## config.mk

```make
export PLATFORM = sky130hd
export DESIGN_NAME = queue_threshold_and_multicast_hash
export DESIGN_NICKNAME = d
export VERILOG_FILES = /design/src/da_hash_unit.v /design/src/queue_threshold_and_multicast_hash.v
export VERILOG_INCLUDE_DIRS = /design/src /design/src/src
export SDC_FILE = /design/constraint.sdc
export NUM_CORES = 1
export LEC_CHECK = 0
export BUFFER_PORTS_ARGS = -buffer_cell sky130_fd_sc_hd__clkbuf_2
export CORE_MARGIN = 1.5
export CORE_UTILIZATION = 50
export DETAILED_ROUTE_END_ITERATION = 12
export PLACE_DENSITY_LB_ADDON = 0.05
export SLEW_MARGIN = 10
export SYNTH_ARGS = -nofsm -noshare
export SYNTH_HDL_FRONTEND = slang
export SYNTH_SLANG_ARGS = --single-unit
```

## constraint.sdc

```tcl
create_clock -name i_clk -period 4.35 [get_ports i_clk]
set_clock_uncertainty 0.05 [all_clocks]
set_input_delay 0.87 -clock i_clk [delete_from_list [all_inputs] [get_ports i_clk]]
set_output_delay 0.87 -clock i_clk [all_outputs]
set_load 0.03 [all_outputs]
```

## src/queue_filter_consts.vh

```
// register map, field positions, reset values and polynomial for the queue and filter block
`ifndef QUEUE_FILTER_CONSTS_VH
`define QUEUE_FILTER_CONSTS_VH

// ----------------------------------------------------------------------
// register indices (byte address is four times the index)
// ----------------------------------------------------------------------
`define IDX_RX_FRAME_COUNT_THRESHOLD 10'h09c
`define IDX_TX_NEXT_SPACE_REQUEST 10'h09e
`define IDX_MULTICAST_HASH_WORD0 10'h0a0
`define IDX_MULTICAST_HASH_WORD1 10'h0a2
`define IDX_MULTICAST_HASH_WORD2 10'h0a4
`define IDX_MULTICAST_HASH_WORD3 10'h0a6
`define IDX_QUEUE_FILTER_CONTROL 10'h080
`define IDX_IRQ_STATUS 10'h081
`define IDX_IRQ_ENABLE 10'h082
`define IDX_IRQ_CLEAR 10'h083

// ----------------------------------------------------------------------
// field positions
// ----------------------------------------------------------------------
`define FRAME_COUNT_LIMIT_LSB 0
`define QUEUED_FRAME_COUNT_LSB 8
`define CTL_THRESHOLD_ENABLE 0
`define CTL_TX_SPACE_MONITOR 1
`define CTL_HASH_PERFECT_MODE 2
`define CTL_ACCEPT_ALL_FRAMES 3
`define CTL_ACCEPT_ALL_MULTICAST 4
`define IRQ_RECEIVE_BIT 0
`define IRQ_TX_SPACE_BIT 1

// ----------------------------------------------------------------------
// reset values
// ----------------------------------------------------------------------
`define RST_FRAME_COUNT_LIMIT 8'h00
`define RST_NEXT_TX_SPACE 16'h0000
`define RST_HASH_WORD 16'h0000
`define RST_CONTROL 5'h00
`define RST_IRQ 2'h0

// ----------------------------------------------------------------------
// hash crc
// ----------------------------------------------------------------------
`define CRC32_POLY 32'h04c11db7
`define CRC32_INIT 32'hffffffff
`define DA_BYTES 3'h6

`endif

```

## src/da_hash_unit.v

```verilog
// crc based hash index of a received destination address, one byte per cycle
`default_nettype none
`include "queue_filter_consts.vh"

module da_hash_unit (
    input wire i_clk,
    input wire i_nrst,
    input wire i_ce,
    input wire i_da_valid,
    input wire i_da_first,
    input wire [7:0] i_da_byte,
    output reg o_hash_valid,
    output reg [5:0] o_hash_index,
    output reg o_da_multicast
);

    reg [31:0] crc_ff;
    reg [2:0] byte_cnt_ff;
    reg group_ff;
    wire [31:0] crc_base;
    wire [31:0] crc_new;
    wire [2:0] cnt_base;

    // ------------------------------------------------------------------
    // crc step
    // ------------------------------------------------------------------
    // ethernet fcs polynomial, bits taken lsb first as on the wire
    function [31:0] crc_byte;
        input [31:0] crc_in;
        input [7:0] data;
        integer i;
        reg [31:0] c;
        reg fb;
        begin
            c = crc_in;
            for (i = 0; i < 8; i = i + 1) begin
                fb = c[31] ^ data[i];
                c = {c[30:0], 1'b0} ^ (fb ? `CRC32_POLY : 32'h00000000);
            end
            crc_byte = c;
        end
    endfunction

    // a first byte restarts the address, so a truncated one cannot poison the next
    assign crc_base = i_da_first ? `CRC32_INIT : crc_ff;
    assign cnt_base = i_da_first ? 3'h0 : byte_cnt_ff;
    // [RL15] standard fcs crc
    assign crc_new = crc_byte(crc_base, i_da_byte);

    // ------------------------------------------------------------------
    // accumulate six bytes
    // ------------------------------------------------------------------
    always @(posedge i_clk) begin
        if (!i_nrst) begin
            crc_ff <= `CRC32_INIT;
            byte_cnt_ff <= 3'h0;
            group_ff <= 1'b0;
            o_hash_valid <= 1'b0;
            o_hash_index <= 6'h00;
            o_da_multicast <= 1'b0;
        end else if (i_ce) begin
            o_hash_valid <= 1'b0;
            if (i_da_valid && cnt_base < `DA_BYTES) begin
                crc_ff <= crc_new;
                byte_cnt_ff <= cnt_base + 3'h1;
                // group bit is the first bit sent of the first byte
                if (i_da_first) begin
                    group_ff <= i_da_byte[0];
                end
                // [RL8] top six crc bits
                if (cnt_base == `DA_BYTES - 3'h1) begin
                    o_hash_valid <= 1'b1;
                    o_hash_index <= crc_new[31:26];
                    o_da_multicast <= i_da_first ? i_da_byte[0] : group_ff;
                end
            end
        end
    end

endmodule
`default_nettype wire

```

## src/queue_threshold_and_multicast_hash.v

```verilog
// queue frame count threshold, tx space request and multicast hash filter with apb registers
// Function
// [RL1] read-only frame count, caught at receive irq
// [RL2] host reads count before next headers
// [RL3] writable frame count threshold, resets zero
// [RL4] threshold enabled: irq when count exceeds
// [RL5] host writes needed tx double words
// [RL6] monitor enabled: irq when space suffices
// [RL7] four-word 64-bit table in hash mode
// [RL8] index is top six crc bits
// [RL9] two bits word, four bits bit
// [RL10] set table bit accepts frame
// [RL11] clear table bit drops frame
// [RL12] accept-all or all-multicast bypass table
// [RL13] receive flag on ready frame, w1c
// [RL14] tx space flag on availability, w1c
// [RL15] hash crc is ethernet fcs polynomial
`default_nettype none
`include "queue_filter_consts.vh"

module queue_threshold_and_multicast_hash #(
    parameter COUNT_W = 8,
    parameter SPACE_W = 16
) (
    input wire i_clk,
    input wire i_nrst,
    input wire i_ce,
    // apb slave
    input wire i_psel,
    input wire i_penable,
    input wire i_pwrite,
    input wire [11:0] i_paddr,
    input wire [31:0] i_pwdata,
    output reg [31:0] o_prdata,
    output reg o_pready,
    output reg o_pslverr,
    // receive queue events
    input wire i_rx_frame_done,
    input wire i_rx_frame_taken,
    // transmit queue free space in double words
    input wire [SPACE_W-1:0] i_tx_free_dw,
    // destination address bytes of a received frame
    input wire i_da_valid,
    input wire i_da_first,
    input wire [7:0] i_da_byte,
    output reg o_filter_valid,
    output reg o_filter_pass,
    output reg o_irq
);

    // ------------------------------------------------------------------
    // state
    // ------------------------------------------------------------------
    reg [COUNT_W-1:0] frames_held_ff;
    reg [COUNT_W-1:0] queued_frame_count_ff;
    reg [COUNT_W-1:0] frame_count_limit_ff;
    reg [SPACE_W-1:0] next_tx_space_needed_ff;
    reg [15:0] hash_bits_ff [0:3];
    reg [4:0] control_ff;
    reg [1:0] irq_status_ff;
    reg [1:0] irq_enable_ff;
    reg space_met_ff;
    reg [COUNT_W-1:0] nxt_frames_held;
    reg [1:0] nxt_irq_status;
    reg [31:0] nxt_rdata;
    reg nxt_err;
    reg nxt_rx_event;
    reg space_met_now;
    reg tx_event;
    reg [1:0] clear_bits;

    wire hash_valid;
    wire [5:0] hash_index;
    wire da_multicast;
    wire [9:0] reg_idx;
    wire byte_ok;
    wire access;
    wire write_done;

    // ------------------------------------------------------------------
    // address decode
    // ------------------------------------------------------------------
    function reg_mapped;
        input [9:0] idx;
        begin
            case (idx)
                `IDX_RX_FRAME_COUNT_THRESHOLD,
                `IDX_TX_NEXT_SPACE_REQUEST,
                `IDX_MULTICAST_HASH_WORD0,
                `IDX_MULTICAST_HASH_WORD1,
                `IDX_MULTICAST_HASH_WORD2,
                `IDX_MULTICAST_HASH_WORD3,
                `IDX_QUEUE_FILTER_CONTROL,
                `IDX_IRQ_STATUS,
                `IDX_IRQ_ENABLE,
                `IDX_IRQ_CLEAR: reg_mapped = 1'b1;
                default: reg_mapped = 1'b0;
            endcase
        end
    endfunction

    // word aligned only; low address bits select nothing
    assign reg_idx = i_paddr[11:2];
    assign byte_ok = (i_paddr[1:0] == 2'b00) && reg_mapped(reg_idx);
    // first access cycle: one wait state before the answer
    assign access = i_psel && i_penable && !o_pready;
    // a write lands on the edge that samples pready high
    assign write_done = i_psel && i_penable && o_pready && i_pwrite && !o_pslverr;

    // ------------------------------------------------------------------
    // hash unit
    // ------------------------------------------------------------------
    da_hash_unit u_hash (
        .i_clk(i_clk),
        .i_nrst(i_nrst),
        .i_ce(i_ce),
        .i_da_valid(i_da_valid),
        .i_da_first(i_da_first),
        .i_da_byte(i_da_byte),
        .o_hash_valid(hash_valid),
        .o_hash_index(hash_index),
        .o_da_multicast(da_multicast)
    );

    // ------------------------------------------------------------------
    // read mux
    // ------------------------------------------------------------------
    // clear register is write-only and reads zero
    always @* begin
        nxt_rdata = 32'h00000000;
        nxt_err = !byte_ok;
        case (reg_idx)
            // [RL1] count beside limit
            `IDX_RX_FRAME_COUNT_THRESHOLD: begin
                nxt_rdata[15:0] = {queued_frame_count_ff, frame_count_limit_ff};
            end
            `IDX_TX_NEXT_SPACE_REQUEST: nxt_rdata[15:0] = next_tx_space_needed_ff;
            `IDX_MULTICAST_HASH_WORD0: nxt_rdata[15:0] = hash_bits_ff[0];
            `IDX_MULTICAST_HASH_WORD1: nxt_rdata[15:0] = hash_bits_ff[1];
            `IDX_MULTICAST_HASH_WORD2: nxt_rdata[15:0] = hash_bits_ff[2];
            `IDX_MULTICAST_HASH_WORD3: nxt_rdata[15:0] = hash_bits_ff[3];
            `IDX_QUEUE_FILTER_CONTROL: nxt_rdata[4:0] = control_ff;
            `IDX_IRQ_STATUS: nxt_rdata[1:0] = irq_status_ff;
            `IDX_IRQ_ENABLE: nxt_rdata[1:0] = irq_enable_ff;
            default: nxt_rdata = 32'h00000000;
        endcase
    end

    // ------------------------------------------------------------------
    // apb handshake
    // ------------------------------------------------------------------
    always @(posedge i_clk) begin
        if (!i_nrst) begin
            o_pready <= 1'b0;
            o_prdata <= 32'h00000000;
            o_pslverr <= 1'b0;
        end else if (i_ce) begin
            if (access) begin
                o_pready <= 1'b1;
                o_pslverr <= nxt_err;
                // a refused read answers zero, never the register the low bits alias
                o_prdata <= (i_pwrite || nxt_err) ? 32'h00000000 : nxt_rdata;
            end else begin
                o_pready <= 1'b0;
                o_pslverr <= 1'b0;
            end
        end
    end

    // ------------------------------------------------------------------
    // frame accounting and event detection
    // ------------------------------------------------------------------
    always @* begin
        nxt_frames_held = frames_held_ff;
        // saturate rather than wrap, a wrapped count would fire false irqs
        if (i_rx_frame_done && !i_rx_frame_taken && frames_held_ff != {COUNT_W{1'b1}}) begin
            nxt_frames_held = frames_held_ff + 1'b1;
        end else if (!i_rx_frame_done && i_rx_frame_taken && frames_held_ff != 0) begin
            nxt_frames_held = frames_held_ff - 1'b1;
        end
        // [RL4] exceeds limit when enabled
        if (control_ff[`CTL_THRESHOLD_ENABLE]) begin
            nxt_rx_event = i_rx_frame_done && (nxt_frames_held > frame_count_limit_ff);
        end else begin
            // [RL13] any complete frame
            nxt_rx_event = i_rx_frame_done;
        end
        // [RL6] free space covers request
        space_met_now = control_ff[`CTL_TX_SPACE_MONITOR] &&
            (i_tx_free_dw >= next_tx_space_needed_ff);
        tx_event = space_met_now && !space_met_ff;
        clear_bits = 2'b00;
        if (write_done && reg_idx == `IDX_IRQ_CLEAR) begin
            clear_bits = i_pwdata[1:0];
        end
        // [RL13] set wins over clear
        nxt_irq_status = irq_status_ff & ~clear_bits;
        if (nxt_rx_event) begin
            nxt_irq_status[`IRQ_RECEIVE_BIT] = 1'b1;
        end
        // [RL14] set wins over clear
        if (tx_event) begin
            nxt_irq_status[`IRQ_TX_SPACE_BIT] = 1'b1;
        end
    end

    // ------------------------------------------------------------------
    // registers, status and interrupt
    // ------------------------------------------------------------------
    always @(posedge i_clk) begin
        if (!i_nrst) begin
            frames_held_ff <= {COUNT_W{1'b0}};
            queued_frame_count_ff <= {COUNT_W{1'b0}};
            // [RL3] limit resets to zero
            frame_count_limit_ff <= `RST_FRAME_COUNT_LIMIT;
            next_tx_space_needed_ff <= `RST_NEXT_TX_SPACE;
            hash_bits_ff[0] <= `RST_HASH_WORD;
            hash_bits_ff[1] <= `RST_HASH_WORD;
            hash_bits_ff[2] <= `RST_HASH_WORD;
            hash_bits_ff[3] <= `RST_HASH_WORD;
            control_ff <= `RST_CONTROL;
            irq_status_ff <= `RST_IRQ;
            irq_enable_ff <= `RST_IRQ;
            space_met_ff <= 1'b0;
            o_irq <= 1'b0;
        end else if (i_ce) begin
            frames_held_ff <= nxt_frames_held;
            space_met_ff <= space_met_now;
            irq_status_ff <= nxt_irq_status;
            o_irq <= |(nxt_irq_status & irq_enable_ff);
            // [RL1] snapshot on receive irq
            if (nxt_rx_event) begin
                queued_frame_count_ff <= nxt_frames_held;
            end
            if (write_done) begin
                case (reg_idx)
                    // [RL3] limit low byte only
                    `IDX_RX_FRAME_COUNT_THRESHOLD: begin
                        frame_count_limit_ff <= i_pwdata[COUNT_W-1:0];
                    end
                    // [RL5] host space request
                    `IDX_TX_NEXT_SPACE_REQUEST: begin
                        next_tx_space_needed_ff <= i_pwdata[SPACE_W-1:0];
                    end
                    // [RL7] table words
                    `IDX_MULTICAST_HASH_WORD0: hash_bits_ff[0] <= i_pwdata[15:0];
                    `IDX_MULTICAST_HASH_WORD1: hash_bits_ff[1] <= i_pwdata[15:0];
                    `IDX_MULTICAST_HASH_WORD2: hash_bits_ff[2] <= i_pwdata[15:0];
                    `IDX_MULTICAST_HASH_WORD3: hash_bits_ff[3] <= i_pwdata[15:0];
                    `IDX_QUEUE_FILTER_CONTROL: control_ff <= i_pwdata[4:0];
                    `IDX_IRQ_ENABLE: irq_enable_ff <= i_pwdata[1:0];
                    default: control_ff <= control_ff;
                endcase
            end
        end
    end

    // ------------------------------------------------------------------
    // multicast filter decision
    // ------------------------------------------------------------------
    // unicast frames and non-hash modes are passed here; other filters judge them
    always @(posedge i_clk) begin
        if (!i_nrst) begin
            o_filter_valid <= 1'b0;
            o_filter_pass <= 1'b0;
        end else if (i_ce) begin
            o_filter_valid <= hash_valid;
            if (hash_valid) begin
                if (!da_multicast || !control_ff[`CTL_HASH_PERFECT_MODE]) begin
                    o_filter_pass <= 1'b1;
                // [RL12] bypass table
                end else if (control_ff[`CTL_ACCEPT_ALL_FRAMES] ||
                             control_ff[`CTL_ACCEPT_ALL_MULTICAST]) begin
                    o_filter_pass <= 1'b1;
                end else begin
                    // [RL9] word then bit; [RL10] set passes; [RL11] clear drops
                    o_filter_pass <= hash_bits_ff[hash_index[5:4]][hash_index[3:0]];
                end
            end
        end
    end

endmodule
`default_nettype wire

```

# == Word-level counts from Yosys, hierarchy flattened ==
# Memories as Yosys holds them, arrays and structs flattened. A register that Yosys moved wholly into a read port is not among the register bits.
# Index checks and enable logic that the tools add are counted.
# totals
reg_bits,131
latch_bits,0
ramBits,64
romBits,0
memories,1
# mem_list
name,depth,width,read_ports,rd_ports_with_merged_regs,wr,line_no,text
hash_bits_ff,4,16,5,1,4,queue_threshold_and_multicast_hash.v:58,reg [15:0] hash_bits_ff [0:3];
# classes
add_sub_neg,3
multipliers,0
n_div,0
n_lt_le_gt_ge,4
eq_ne,12
shifts,0
n_mux,57
n_bitwise,23
reduce_logical,39
# ops
cell,count
$xor 32x32->32,8
$mux 27,8
$eq 10x8->1 const B,10
$mux 16,5
$pmux 11 s6,1
$mux 1,33
$mux 32,1
$pmux 3 s7,1
$pmux 2 s9,1
$ge 16x16->1,1
$mux 8,2
$logic_and 1x1->1,15
$reduce_and 3->1,5
$reduce_or 10->1,1
$add 8x1->8 const B,1
$gt 8x8->1,1
$logic_not 1->1,8
$ne 8x8->1 const B,1
$reduce_and 2->1,4
$reduce_bool 8->1,1
$sub 8x1->8 const B,1
$xor 1x1->1,8
$mux 2,3
$lt 4x5->1 const B,1
11 further kinds,17

# == Longest topological paths before layout ==
# Gate-level depths: netlist (run 1).
# depth
depth_word,27
ltp_mapped,16

# == Modules after synthesis ==
# Synthesis (run 1) repeated with hierarchy kept, for this count alone.
# hier_totals
cells_unflattened,1091
hier_area_um2,10694.0
# modules_own_cells
module,n_inst,cells_each,area_per_inst_um2,seq_area_each_um2
queue_threshold_and_multicast_hash,1,771,7795.0,3343.2
da_hash_unit,1,320,2899.0,880.8

# == Worst setup path before layout (run 1) ==
# No wires, ideal clock.
# synth_path
path_kind,input-to-reg
from,input port i_paddr[8]
to,memory hash_bits_ff[2][0] (enable)
setup_time_ns,0.414
t_arrival_ns,2.978
slack_ns,0.908
stages,5
path_buffers,1
path_cell_list,nor4b_4 -> nor2b_1 -> buf_2 -> nand2_1 -> o31ai_1
# synth_rtl
item,line_no,text
start: declaration,queue_threshold_and_multicast_hash.v:32,"input wire [11:0] i_paddr,"
end: declaration,queue_threshold_and_multicast_hash.v:58,

# == Final worst setup path (run 1) ==
# layout_path
from,register frames_held_ff[0]
to,register queued_frame_count_ff[4]
# layout_between
elab_chain_cells,8
# layout_rtl
item,line_no,text
start: declaration,queue_threshold_and_multicast_hash.v:54,reg [COUNT_W-1:0] frames_held_ff;
start signal: assignment,queue_threshold_and_multicast_hash.v:212,frames_held_ff <= {COUNT_W{1'b0}};
start signal: assignment,queue_threshold_and_multicast_hash.v:227,frames_held_ff <= nxt_frames_held;
"parallel branches: the longest is 3 deep, another holds $sub 8x1->8",n/a,
$mux 8 *,queue_threshold_and_multicast_hash.v:176,if (i_rx_frame_done && !i_rx_frame_taken && frames_held_ff != {COUNT_W{1'b1}}) begin
named net nxt_frames_held[1],queue_threshold_and_multicast_hash.v:63,reg [COUNT_W-1:0] nxt_frames_held;
$gt 8x8->1 *,queue_threshold_and_multicast_hash.v:183,nxt_rx_event = i_rx_frame_done && (nxt_frames_held > frame_count_limit_ff);
$logic_and 1x1->1 *,queue_threshold_and_multicast_hash.v:183,
$mux 1 *,queue_threshold_and_multicast_hash.v:182,if (control_ff[`CTL_THRESHOLD_ENABLE]) begin
$reduce_and 2->1 (no source line) *,n/a,
end signal: assignment,queue_threshold_and_multicast_hash.v:213,queued_frame_count_ff <= {COUNT_W{1'b0}};
end signal: assignment,queue_threshold_and_multicast_hash.v:233,queued_frame_count_ff <= nxt_frames_held;
end: declaration,queue_threshold_and_multicast_hash.v:55,reg [COUNT_W-1:0] queued_frame_count_ff;
# Mark *: on every way through the listed nets, which the timed path passes.
# A chain may end at the register's enable or synchronous reset.

==> run summary, run 1 <==
Max-Slew Margin vs Limit - 42.56%
Residual DRC - 0
area of the core - 20,300 um2
clk sink count - 181
Max Clock Freq - 0.2739 GHz
Fin Setup TNS - 0 ps
worst hold path type - reg -> reg
reg2reg end - queued_frame_count_ff[4]
crit path capture type - flip-flop
final WL - 27,090 um
post-route ant nets - 0
crit path DAT - 3930 ps
grt total ovfl - 0
H-tree Lvls - 4
PortBufs - 82
CP endpoint - queued_frame_count_ff[4]
minimum clock period - 3651 ps
row count - 52
largest net degree at the start of global routing - 71
critical path peak fanout - 10
post-route setup slack - 698.9 ps
CTS tree - yes
Final Hold Slack - 407.7 ps
synthesized area - 10,380 um2
layout cells sized above 1 - 18.46%
Synth cell types - 67
mean routed wirelength per cell - 19.32 um
Seq/Total Area, Yosys - 41.08%
total power - 4.060 mW
TritonRoute pass-1 iters - 5
via count - 7,791
die area - 21,630 um2
# IOs - 115
PD cells - 351.8 nW/um2
CP required - 4630 ps
worst reg2reg setup slack - 700 ps
post-CTS setup buffer count - 0
CTS clk-pin slew, worst paths - 70 ps
Yosys reg bits - 181
first-pass GRT wire length - 41,900 um
Lkg Pwr - 4.391 nW
peak supply drop - 0.2518 mV
Post-synth ARST share - 0%
DRT iter0 DRCs - 598
start of the worst register-to-register path - frames_held_ff[0]
outcome - complete, no violations
mean post-synth cell area - 9.791 um2
Tcrit/Tclk final - 83.93%
cells after synthesis - 1,060
GP Congestion - 0.8392
initial antenna violation count - 0
Final setup viols - 0
Final Hold Fails - 0
hold-fix buffers at CTS - 0
die height - 147.1 um
starting density of the core - 51.13%
CTS max path bufs - 2
Fill cells - 1,866
area grow syn2layout - 11.21%
Yosys warning total - 0
Skew-Pair Late Insertion Delay - 440 ps
MaxCap Viol Count - 0
final core utilization - 56.86%
RSZ-0062 raised after global routing - no
GRT Util Overall - 25.73%
CTS Buf Count - 17
chip width - 147.1 um
Antenna diodes - 0
DP HPWL - 19,360 um
Critical Path Source Type - flip-flop
Final Max Slew Viols - 0
post_cts resized - 0
Setup WS pre-CTS - 540.5 ps
CP Class - reg -> reg
number of global-route vias before repair - 7,342
worst slew pin tran - 860.4 ps
CP startpoint - frames_held_ff[0]
Worst Reg-to-Reg Cells - 16
NumNets Final - 1,226
DR vias/cell - 5.557
Post-synth EDFFs - 64
clock root cell - clkbuf_16
Top FF cell, synth - dfxtp_1
## where the power goes
part | internal, mW | switching (mW) | leakage (nW)
registers | 1.81 | 0.0487 | 1.62
logic | 0.307 | 0.377 | 2.50
clock network | 0.840 | 0.680 | 0.269
total | 2.95 | 1.11 | 4.39
## layer usage
layer | track usage, % | part of all wire (%) | vias to the layer above
met5 | 0 | 0 | -
met4 | 8.450 | 2.1 | 0
met3 | 5.311 | 5.9 | 31
met2 | 38.73 | 44 | 219
met1 | 36.96 | 48 | 3736
li1 | - | - | 3805
## registers in the layout, indices dropped and copies added (netlist names), named ones only
register and count:
control_ff 5, frame_count_limit_ff 8, frames_held_ff 8, hash_bits_ff 64, irq_enable_ff 2, irq_status_ff 2
next_tx_space_needed_ff 16, o_filter_pass 1, o_filter_valid 1, o_irq 1, o_prdata 16, o_pready 1
o_pslverr 1, queued_frame_count_ff 8, space_met_ff 1, u_hash.byte_cnt_ff 3, u_hash.crc_ff 32, u_hash.group_ff 1
u_hash.o_da_multicast 1, u_hash.o_hash_index 6, u_hash.o_hash_valid 1
## area by class of cell
class	instances	area [um2]	share of cell area, %
clock buffer	18	429.2	3.718
clock inverter	14	133.9	1.160
inverter	34	127.6	1.106
multi-input combinational	774	5619	48.68
sequential	181	4264	36.94
tap	270	337.8	2.927
timing repair buffer	111	630.6	5.463
## how the worst min path moves through the flow
stage / startpoint / endpoint / cells past startpoint
3_5_place_dp: o_prdata[10] / o_prdata[10] / 2
4_1_cts: o_prdata[10] / o_prdata[10] / 2
6_report: o_prdata[8] / o_prdata[8] / 2
3_3_place_gp: o_prdata[8] / o_prdata[8] / 2
5_1_grt: o_prdata[9] / o_prdata[9] / 2
2_1_floorplan: frame_count_limit_ff[3] / frame_count_limit_ff[3] / 2
## worst max-delay path: stages, from the launching register on
cell and delay [ps]:
dfxtp_1 430, inv_1 120, ha_1 230, nor3b_1 150, and2_1 200, nor2_1 150, mux2_2 350, a21oi_1 240
ha_1 300, nor2b_1 130, o21a_1 160, o21a_1 160, o21a_1 170, o2111ai_1 190, buf_4 230, mux2i_1 200
nor2b_1 60
## cells in the mapped netlist (5+ instances only)
| library cell | number | area share [%] |
|---|---|---|
| a21boi_0 | 39 | 2.8 |
| a21boi_2 | 7 | 0.76 |
| a21o_1 | 18 | 1.3 |
| a21oi_1 | 10 | 0.48 |
| a22oi_1 | 26 | 1.9 |
| a31oi_1 | 7 | 0.42 |
| and2_1 | 71 | 4.3 |
| and3_1 | 10 | 0.60 |
| buf_1 | 6 | 0.22 |
| buf_2 | 11 | 0.53 |
| buf_4 | 19 | 1.4 |
| clkbuf_1 | 46 | 1.7 |
| dfxtp_1 | 117 | 23 |
| edfxtp_1 | 64 | 19 |
| ha_1 | 29 | 3.5 |
| inv_1 | 34 | 1.2 |
| mux2_2 | 28 | 3.0 |
| mux2i_1 | 21 | 2.0 |
| mux4_2 | 22 | 4.8 |
| nand2_1 | 135 | 4.9 |
| nand3_1 | 27 | 1.3 |
| nand3b_1 | 7 | 0.51 |
| nand4_1 | 7 | 0.42 |
| nor2_1 | 50 | 1.8 |
| nor2b_1 | 18 | 1.1 |
| nor3_1 | 5 | 0.24 |
| o211a_1 | 6 | 0.58 |
| o211ai_1 | 30 | 2.2 |
| o21a_1 | 7 | 0.51 |
| o21ai_0 | 27 | 1.3 |
| o21ai_1 | 7 | 0.34 |
| xnor2_1 | 72 | 6.1 |
| xor2_1 | 20 | 1.7 |
## layout by cell type (no fill, tap or decap), types with 22 or more instances in the layout
cell type  instances
mux2_2            28
a21boi_0          39
o211ai_1          30
nand3_1           27
and2_1            71
nand2_1          134
ha_1              29
o21ai_0           26
clkbuf_2          81
edfxtp_1          64
buf_4             30
nor2_1            50
mux4_2            22
xnor2_1           72
dfxtp_1          117
inv_1             34
a22oi_1           26
## cells by family after synthesis
logic type,count (synthesis),share of synthesized area [%]
compound gates,203,14.14
xor+xnor,97,8.656
fa+ha+maj,29,3.496
buf+inv,120,5.389
flops,181,41.08
mux,71,9.837
other cells,1,0.03613
simple gates,358,17.36
## per-stage QoR
step / std cells / instance area (um2)
after floorplan: 1075 / 10440
after global placement: 1370 / 10980
after detailed placement: 1370 / 10980
after CTS: 1402 / 11540
after global routing: 1402 / 11540
final: 1402 / 11540
Power figures use the tool's default switching activity.
==> run 2: changes to the inputs <==
--- a/config.mk
+++ b/config.mk
@@ -6,6 +6,7 @@
 export SDC_FILE = /design/constraint.sdc
 export NUM_CORES = 1
 export LEC_CHECK = 0
+export ABC_AREA = 1
 export BUFFER_PORTS_ARGS = -buffer_cell sky130_fd_sc_hd__clkbuf_2
 export CORE_MARGIN = 1.5
 export CORE_UTILIZATION = 50
==> constraint.sdc (replaced) <==
create_clock -name i_clk -period 3.5 [get_ports i_clk]
set_clock_uncertainty 0.05 [all_clocks]
set_input_delay 0.7 -clock i_clk [delete_from_list [all_inputs] [get_ports i_clk]]
set_output_delay 0.7 -clock i_clk [all_outputs]
set_load 0.03 [all_outputs]
==> run 2 against run 1 <==
Net effect:
- die area is 2.5% higher
- via count grew 24%
- sequential cell count unchanged
- critical path type unchanged
- largest cell class unchanged
- highest routed layer unchanged
==> run summary, run 2 <==
Fin Setup TNS - 0 ps (unchanged)
CTS max path bufs - 2 (unchanged)
reg2reg end - queued_frame_count_ff[2]
CTS Buf Count - 17 (unchanged)
MaxCap Viol Count - 0 (unchanged)
Final Hold Fails - 0 (unchanged)
worst path buffer plus inverter count - 5 (+3)
area of the core - 20,960 um2 (+3.2%)
Net Sw Power - 1.449 mW (+31%)
start of the worst register-to-register path - frames_held_ff[4]
top-count cell post-synth - nand2_1
DR vias/cell - 5.355 (-3.6%)
Antenna diodes - 0 (unchanged)
crit path capture type - flip-flop
critical path peak fanout - 9 (-1)
RSZ-0062 raised after global routing - no
Largest register FFs - 64 (unchanged)
DP HPWL - 22,340 um (+15%)
layout cells sized above 1 - 13.18% (-5.3 points)
# placed instances - 1,770 (+29%)
combinational share of power - 15.4% (-1.4 points)
peak supply drop - 0.3444 mV (+37%)
clock root cell - clkbuf_16
mean routed wirelength per cell - 16.88 um (-13%)
Skew-Pair Late Insertion Delay - 440 ps (about the same)
PD cells - 429.6 nW/um2 (+22%)
CP Class - reg -> reg
via count - 9,681 (+24%)
Max-Slew Margin vs Limit - 49.85% (+7.3 points)
slowest stage cell, crit path - dfxtp_1
die area - 22,170 um2 (+2.5%)
Reg with most FFs - hash_bits_ff
first-pass GRT wire length - 47,870 um (+14%)
hold path depth - 2 (unchanged)
Worst Reg-to-Reg Cells - 21 (+5)
largest net degree at the start of global routing - 57 (-20%)
worst slew pin tran - 750.1 ps (-110.3 ps)
cells after synthesis - 1,451 (+37%)
Lkg Pwr - 5.213 nW (+19%)
Slowest Stage Delay on Critical Path - 370 ps (-60 ps)
final core utilization - 56.72% (-0.14 points)
most frequent cells in the layout - nand2_1, inv_1, nor2_1
die height - 148.9 um (+1.2%)
most frequent CP cell - nand2_1
biggest regs - hash_bits_ff: 64 flops, u_hash.crc_ff: 32 flops
worst hold path type - reg -> reg
initial antenna violation count - 0 (unchanged)
chip width - 148.9 um (+1.2%)
Post-synth ARST share - 0% (unchanged)
crit path DAT - 3430 ps (-500 ps)
synthesized area - 10,640 um2 (+2.5%)
H-tree Lvls - 4 (unchanged)
CTS tree - yes
P_int - 3.657 mW (+24%)
Flop pwr share - 45.1% (-0.6 points)
Synth cell types - 44 (-34%)
PortBufs - 82 (unchanged)
post-route ant nets - 0 (unchanged)
most frequent cells after synthesis - nand2_1, inv_1, nor2_1
CP delay by family, top - simple AND/OR/NAND/NOR gates
Residual DRC - 0 (unchanged)
Final setup viols - 0 (unchanged)
Post-synth EDFFs - 64 (unchanged)
commonest non-fill, non-tap cell in the layout - nand2_1
number of global-route vias before repair - 8,707 (+19%)
clk sink count - 181 (unchanged)
Tcrit/Tclk final - 90.27% (+6.3 points)
TritonRoute pass-1 iters - 6 (+1)
hold worst-path end - u_hash.group_ff
fraction of power spent switching nets - 28.38% (+1.1 points)
number of stages on the worst setup path - 21 (+5)
non-filler cells, final - 1,808 (+29%)
outcome - complete, no violations
minimum clock period - 3159 ps (-491.6 ps)
row count - 53 (+1.9%)
CP required - 3780 ps (-850 ps)
Yosys reg bits - 181 (unchanged)
top cell type's share of synthesized area - 22.01% (-0.55 points)
Top FF cell, synth - dfxtp_1
Yosys warning total - 0 (unchanged)
area grow syn2layout - 11.71%
Fill cells - 2,078 (+11%)
Critical Path Source Type - flip-flop
worst reg2reg setup slack - 340 ps (-360 ps)
Synth area leaders - dfxtp_1, edfxtp_1, nand2_1
Seq/Total Area, Yosys - 40.08% (-1.0 points)
mean post-synth cell area - 7.333 um2 (-25%)
part of the power in the clock network - 39.5% (+2.1 points)
CTS clk-pin slew, worst paths - 70 ps (about the same)
Max Clock Freq - 0.3165 GHz (+16%)
hold_sp - u_hash.group_ff
starting density of the core - 50.78% (-0.35 points)
GRT Util Overall - 28.29% (+2.6 points)
DRT iter0 DRCs - 817 (+37%)
NumNets Final - 1,627 (+33%)
GP Congestion - 0.9541 (+14%)
Yosys top cell by area - dfxtp_1
crit-path cells - inv_1, nand2_1, nor2_1, nand4_1, nand2_2, inv_1, o21ai_0, nand2_1, o21ai_0, inv_1, ha_1, nand2_1, nor2_1, nand4_1, nand2_1, nand2_1, nand2_1, clkinvlp_4, buf_2, o21ai_0, a21oi_1
Final Max Slew Viols - 0 (unchanged)
grt total ovfl - 0 (unchanged)
final WL - 30,510 um (+13%)
# IOs - 115 (unchanged)
-- run 2: routing by layer --
metal  global-route usage, %  up-vias  wire [um]
met5                       0        -          0
met4                   11.39        0       1006
met3                   5.107       53       2372
met2                   42.25      372      13180
met1                   40.38     4413      13950
li1                        -     4843          -
-- run 2: per-stage QoR --
stage	total power, mW	instance area (um2)	setup WS, ps	hold slack [ps]
floorplan	2.924	10700	496.7	374.4
global placement	3.111	11230	304.8	388.1
detailed placement	3.121	11230	277.4	396.8
CTS	5.113	11830	352.1	406.0
global route	5.305	11890	10.66	445.3
finish	5.106	11890	340.6	405.8
-- run 2: final cells by class --
type | count | area, um2 | share of cell area (%)
flip-flops and latches | 181 | 4264 | 35.87
inverters | 174 | 661.9 | 5.568
multi-input cells | 1035 | 5388 | 45.33
well taps | 275 | 344.1 | 2.895
repair buffers | 111 | 625.6 | 5.263
clock inverters | 14 | 173.9 | 1.463
clock buffers | 18 | 429.2 | 3.611
-- run 2: cells by family after synthesis --
| logic type | Yosys count | share of synthesized area, % |
|---|---|---|
| buf+inv | 250 | 9.972 |
| xor+xnor | 60 | 5.856 |
| simple gates | 634 | 26.09 |
| flops | 181 | 40.08 |
| other cells | 1 | 0.03524 |
| compound gates | 296 | 14.56 |
| fa+ha+maj | 29 | 3.410 |
-- run 2: what timing repair did --
item	in CTS	in global routing
setup buffers	0	6
gates resized for setup	0	5
hold buffers	0	0
endpoints found under the setup margin	0	8
-- run 2: how the worst max path moves through the flow --
| stage | start | end |
|---|---|---|
| 5_1_grt | frames_held_ff[4] | queued_frame_count_ff[5] |
| 6_report | frames_held_ff[4] | queued_frame_count_ff[2] |
| 4_1_cts | frames_held_ff[1] | queued_frame_count_ff[4] |
| 2_1_floorplan | i_paddr[11] | hash_bits_ff[0][0] |
| 3_3_place_gp | i_rx_frame_done | queued_frame_count_ff[2] |
| 3_5_place_dp | i_rx_frame_done | queued_frame_count_ff[1] |
-- run 2: power groups by stage --
stage	Clock, mW	Combinational, mW	Sequential (mW)
6_report	2.02	0.787	2.30
5_1_grt	2.11	0.886	2.31
3_5_place_dp	0	0.770	2.35
4_1_cts	2.03	0.778	2.30
3_3_place_gp	0	0.762	2.35
2_1_floorplan	0	0.580	2.34
-- run 2: worst reg2reg max path: stages (launching register included) --
cell and delay, ps:
dfxtp_1 370, inv_1 120, nand2_1 70, nor2_1 140, nand4_1 120, nand2_2 170, inv_1 120, o21ai_0 160
nand2_1 60, o21ai_0 170, inv_1 90, ha_1 280, nand2_1 60, nor2_1 150, nand4_1 100, nand2_1 80
nand2_1 40, nand2_1 150, clkinvlp_4 160, buf_2 180, o21ai_0 140, a21oi_1 60
==> run 3: changes to the inputs <==
--- a/config.mk
+++ b/config.mk
@@ -10,8 +10,9 @@
 export BUFFER_PORTS_ARGS = -buffer_cell sky130_fd_sc_hd__clkbuf_2
 export CORE_MARGIN = 1.5
 export CORE_UTILIZATION = 50
+export CTS_CLUSTER_SIZE = 16
 export DETAILED_ROUTE_END_ITERATION = 12
-export PLACE_DENSITY_LB_ADDON = 0.05
+export PLACE_DENSITY = 0.7
 export SLEW_MARGIN = 10
 export SYNTH_ARGS = -nofsm -noshare
 export SYNTH_HDL_FRONTEND = slang
==> run 3 against run 2 <==
Net effect:
- cell area about the same
- via count increased by 2.0%
- global-route usage decreased by 0.99 points
- routed wire length decreased by 1.1%
- critical path type unchanged
- critical endpoint is now queued_frame_count_ff[1]
==> run summary, run 3 (synthesized netlist as in run 2, its figures left out) <==
Setup WS pre-CTS - 368.2 ps (+90.73 ps)
Final Max Slew Viols - 0 (unchanged)
CP startpoint - frames_held_ff[1]
DR vias/cell - 5.449 (+1.8%)
first-pass GRT wire length - 46,820 um (-2.2%)
worst hold path type - reg -> reg
biggest regs - hash_bits_ff: 64 flops, u_hash.crc_ff: 32 flops
mean routed wirelength per cell - 16.64 um (-1.4%)
via count - 9,879 (+2.0%)
hold-fix buffers at CTS - 0 (unchanged)
worst reg2reg setup slack - 370 ps (+30 ps)
post-route ant nets - 0 (unchanged)
number of global-route vias before repair - 9,119 (+4.7%)
Final setup viols - 0 (unchanged)
starting density of the core - 50.78% (unchanged)
GP Congestion - 0.9723 (+1.9%)
Skew-Pair Late Insertion Delay - 430 ps (about the same)
CP required - 3770 ps (about the same)
NumNets Final - 1,632 (+0.31%)
Largest register FFs - 64 (unchanged)
combinational share of power - 15.9% (+0.5 points)
Residual DRC - 0 (unchanged)
DP HPWL - 21,880 um (-2.1%)
grt total ovfl - 0 (unchanged)
outcome - complete, no violations
H-tree Lvls - 4 (unchanged)
clock root cell - clkbuf_16
crit path DAT - 3400 ps (-30 ps)
Fill cells - 2,009 (-3.3%)
Worst Reg-to-Reg Cells - 21 (unchanged)
PD cells - 419.0 nW/um2 (-2.5%)
area of the core - 20,960 um2 (unchanged)
commonest non-fill, non-tap cell in the layout - nand2_1
start of the worst register-to-register path - frames_held_ff[1]
die area - 22,170 um2 (unchanged)
part of the power in the clock network - 37.9% (-1.6 points)
CP Class - reg -> reg
chip width - 148.9 um (unchanged)
peak supply drop - 0.3211 mV (-6.8%)
Final Hold Fails - 0 (unchanged)
clk sink count - 181 (unchanged)
CTS clk-pin slew, worst paths - 70 ps (about the same)
MaxCap Viol Count - 0 (unchanged)
Net Sw Power - 1.412 mW (-2.5%)
CTS Buf Count - 17 (unchanged)
Reg with most FFs - hash_bits_ff
non-filler cells, final - 1,813 (+0.28%)
CP endpoint - queued_frame_count_ff[1]
Max Clock Freq - 0.3197 GHz (+1.0%)
Flop pwr share - 46.2% (+1.1 points)
crit path capture type - flip-flop
final WL - 30,180 um (-1.1%)
Lkg Pwr - 5.255 nW (+0.80%)
sequential cell area - 4265 um2 (about the same)
PortBufs - 82 (unchanged)
# placed instances - 1,777 (+0.40%)
fraction of power spent switching nets - 28.35% (-0.031 points)
DRT iter0 DRCs - 1,051 (+29%)
TritonRoute pass-1 iters - 7 (+1)
Multi-input gate area - 5381 um2 (-0.12%)
Max-Slew Margin vs Limit - 26.97% (-23 points)
Fin Setup TNS - 0 ps (unchanged)
layout cells sized above 1 - 13.46% (+0.28 points)
Tcrit/Tclk final - 89.38% (-0.89 points)
worst slew pin tran - 1094 ps (+343.7 ps)
row count - 53 (unchanged)
die height - 148.9 um (unchanged)
GRT Util Overall - 27.30% (-0.99 points)
# IOs - 115 (unchanged)
Antenna diodes - 0 (unchanged)
area grow syn2layout - 11.75% (about the same)
critical path peak fanout - 10 (+1)
largest net degree at the start of global routing - 59 (+3.5%)
most frequent cells in the layout - nand2_1, inv_1, nor2_1
total power - 4.982 mW (-2.4%)
Critical Path Source Type - flip-flop
initial antenna violation count - 0 (unchanged)
P_int - 3.570 mW (-2.4%)
post-route setup slack - 371.9 ps (+31.28 ps)
RSZ-0062 raised after global routing - no
CTS tree - yes
CTS max path bufs - 2 (unchanged)
minimum clock period - 3128 ps (-31.28 ps)
reg2reg end - queued_frame_count_ff[1]
[run 3: metal layers]
layer | share of wire (%) | global-route usage (%)
met5 | 0 | 0
met3 | 7.0 | 4.618
met4 | 3.0 | 10.45
met1 | 42 | 34.34
met2 | 48 | 46.74
[run 3: timing repair]
| item | 4_1_cts | 5_1_grt |
|---|---|---|
| setup buffers | 0 | 4 |
| gates resized for setup | 0 | 6 |
| hold endpoints to repair | 0 | 0 |
| setup endpoints to repair | 0 | 8 |
[run 3: area by class of cell]
cell class / count / area share, %
clock buffers: 20 / 3.936
clock inverters: 12 / 0.8208
inverters: 174 / 5.567
multi-input cells: 1035 / 45.26
flip-flops and latches: 181 / 35.87
well taps: 275 / 2.894
repair buffers: 116 / 5.651
[run 3: worst min path at each step]
| stage | startpoint | end | slack [ps] | cells after the start |
|---|---|---|---|---|
| final | u_hash.group_ff | u_hash.group_ff | 410 | 2 |
| after global placement | u_hash.group_ff | u_hash.group_ff | 390 | 2 |
| after global routing | o_filter_valid | o_filter_valid | 430 | 2 |
| after detailed placement | u_hash.group_ff | u_hash.group_ff | 400 | 2 |
| after floorplan | u_hash.group_ff | u_hash.group_ff | 370 | 2 |
| after CTS | u_hash.group_ff | u_hash.group_ff | 410 | 2 |
[run 3: power by group through the flow]
stage          clock network (mW)  registers [mW]  logic, mW
2_1_floorplan                   0            2.34      0.580
4_1_cts                      1.90            2.30      0.787
3_3_place_gp                    0            2.34      0.770
6_report                     1.89            2.30      0.794
3_5_place_dp                    0            2.35      0.782
5_1_grt                      1.97            2.31      0.890
[run 3: worst max-delay path, stage by stage, from the launching register on]
cell and delay, ps:
dfxtp_2 360, ha_1 190, nand3_1 140, nor2_2 170, nand3_1 80, nand3_1 130
buf_6 150, nand2_1 50, o21ai_0 100, buf_4 160, inv_1 40, ha_1 260
nand2_1 60, nor2_1 150, nand4_1 90, nand2_1 70, nand2_1 50, nand2_2 120
clkinvlp_4 150, dlymetal6s2s_1 200, o21ai_0 180, a21oi_1 60
[run 3: through the flow]
step | hold WS (ps) | cell area (um2) | util [%]
final | 406.0 | 11890 | 56.74
after global routing | 431.5 | 11890 | 56.74
after CTS | 409.0 | 11840 | 56.52
after detailed placement | 400.4 | 11280 | 53.82
after global placement | 386.0 | 11280 | 53.82
after floorplan | 374.4 | 10700 | -
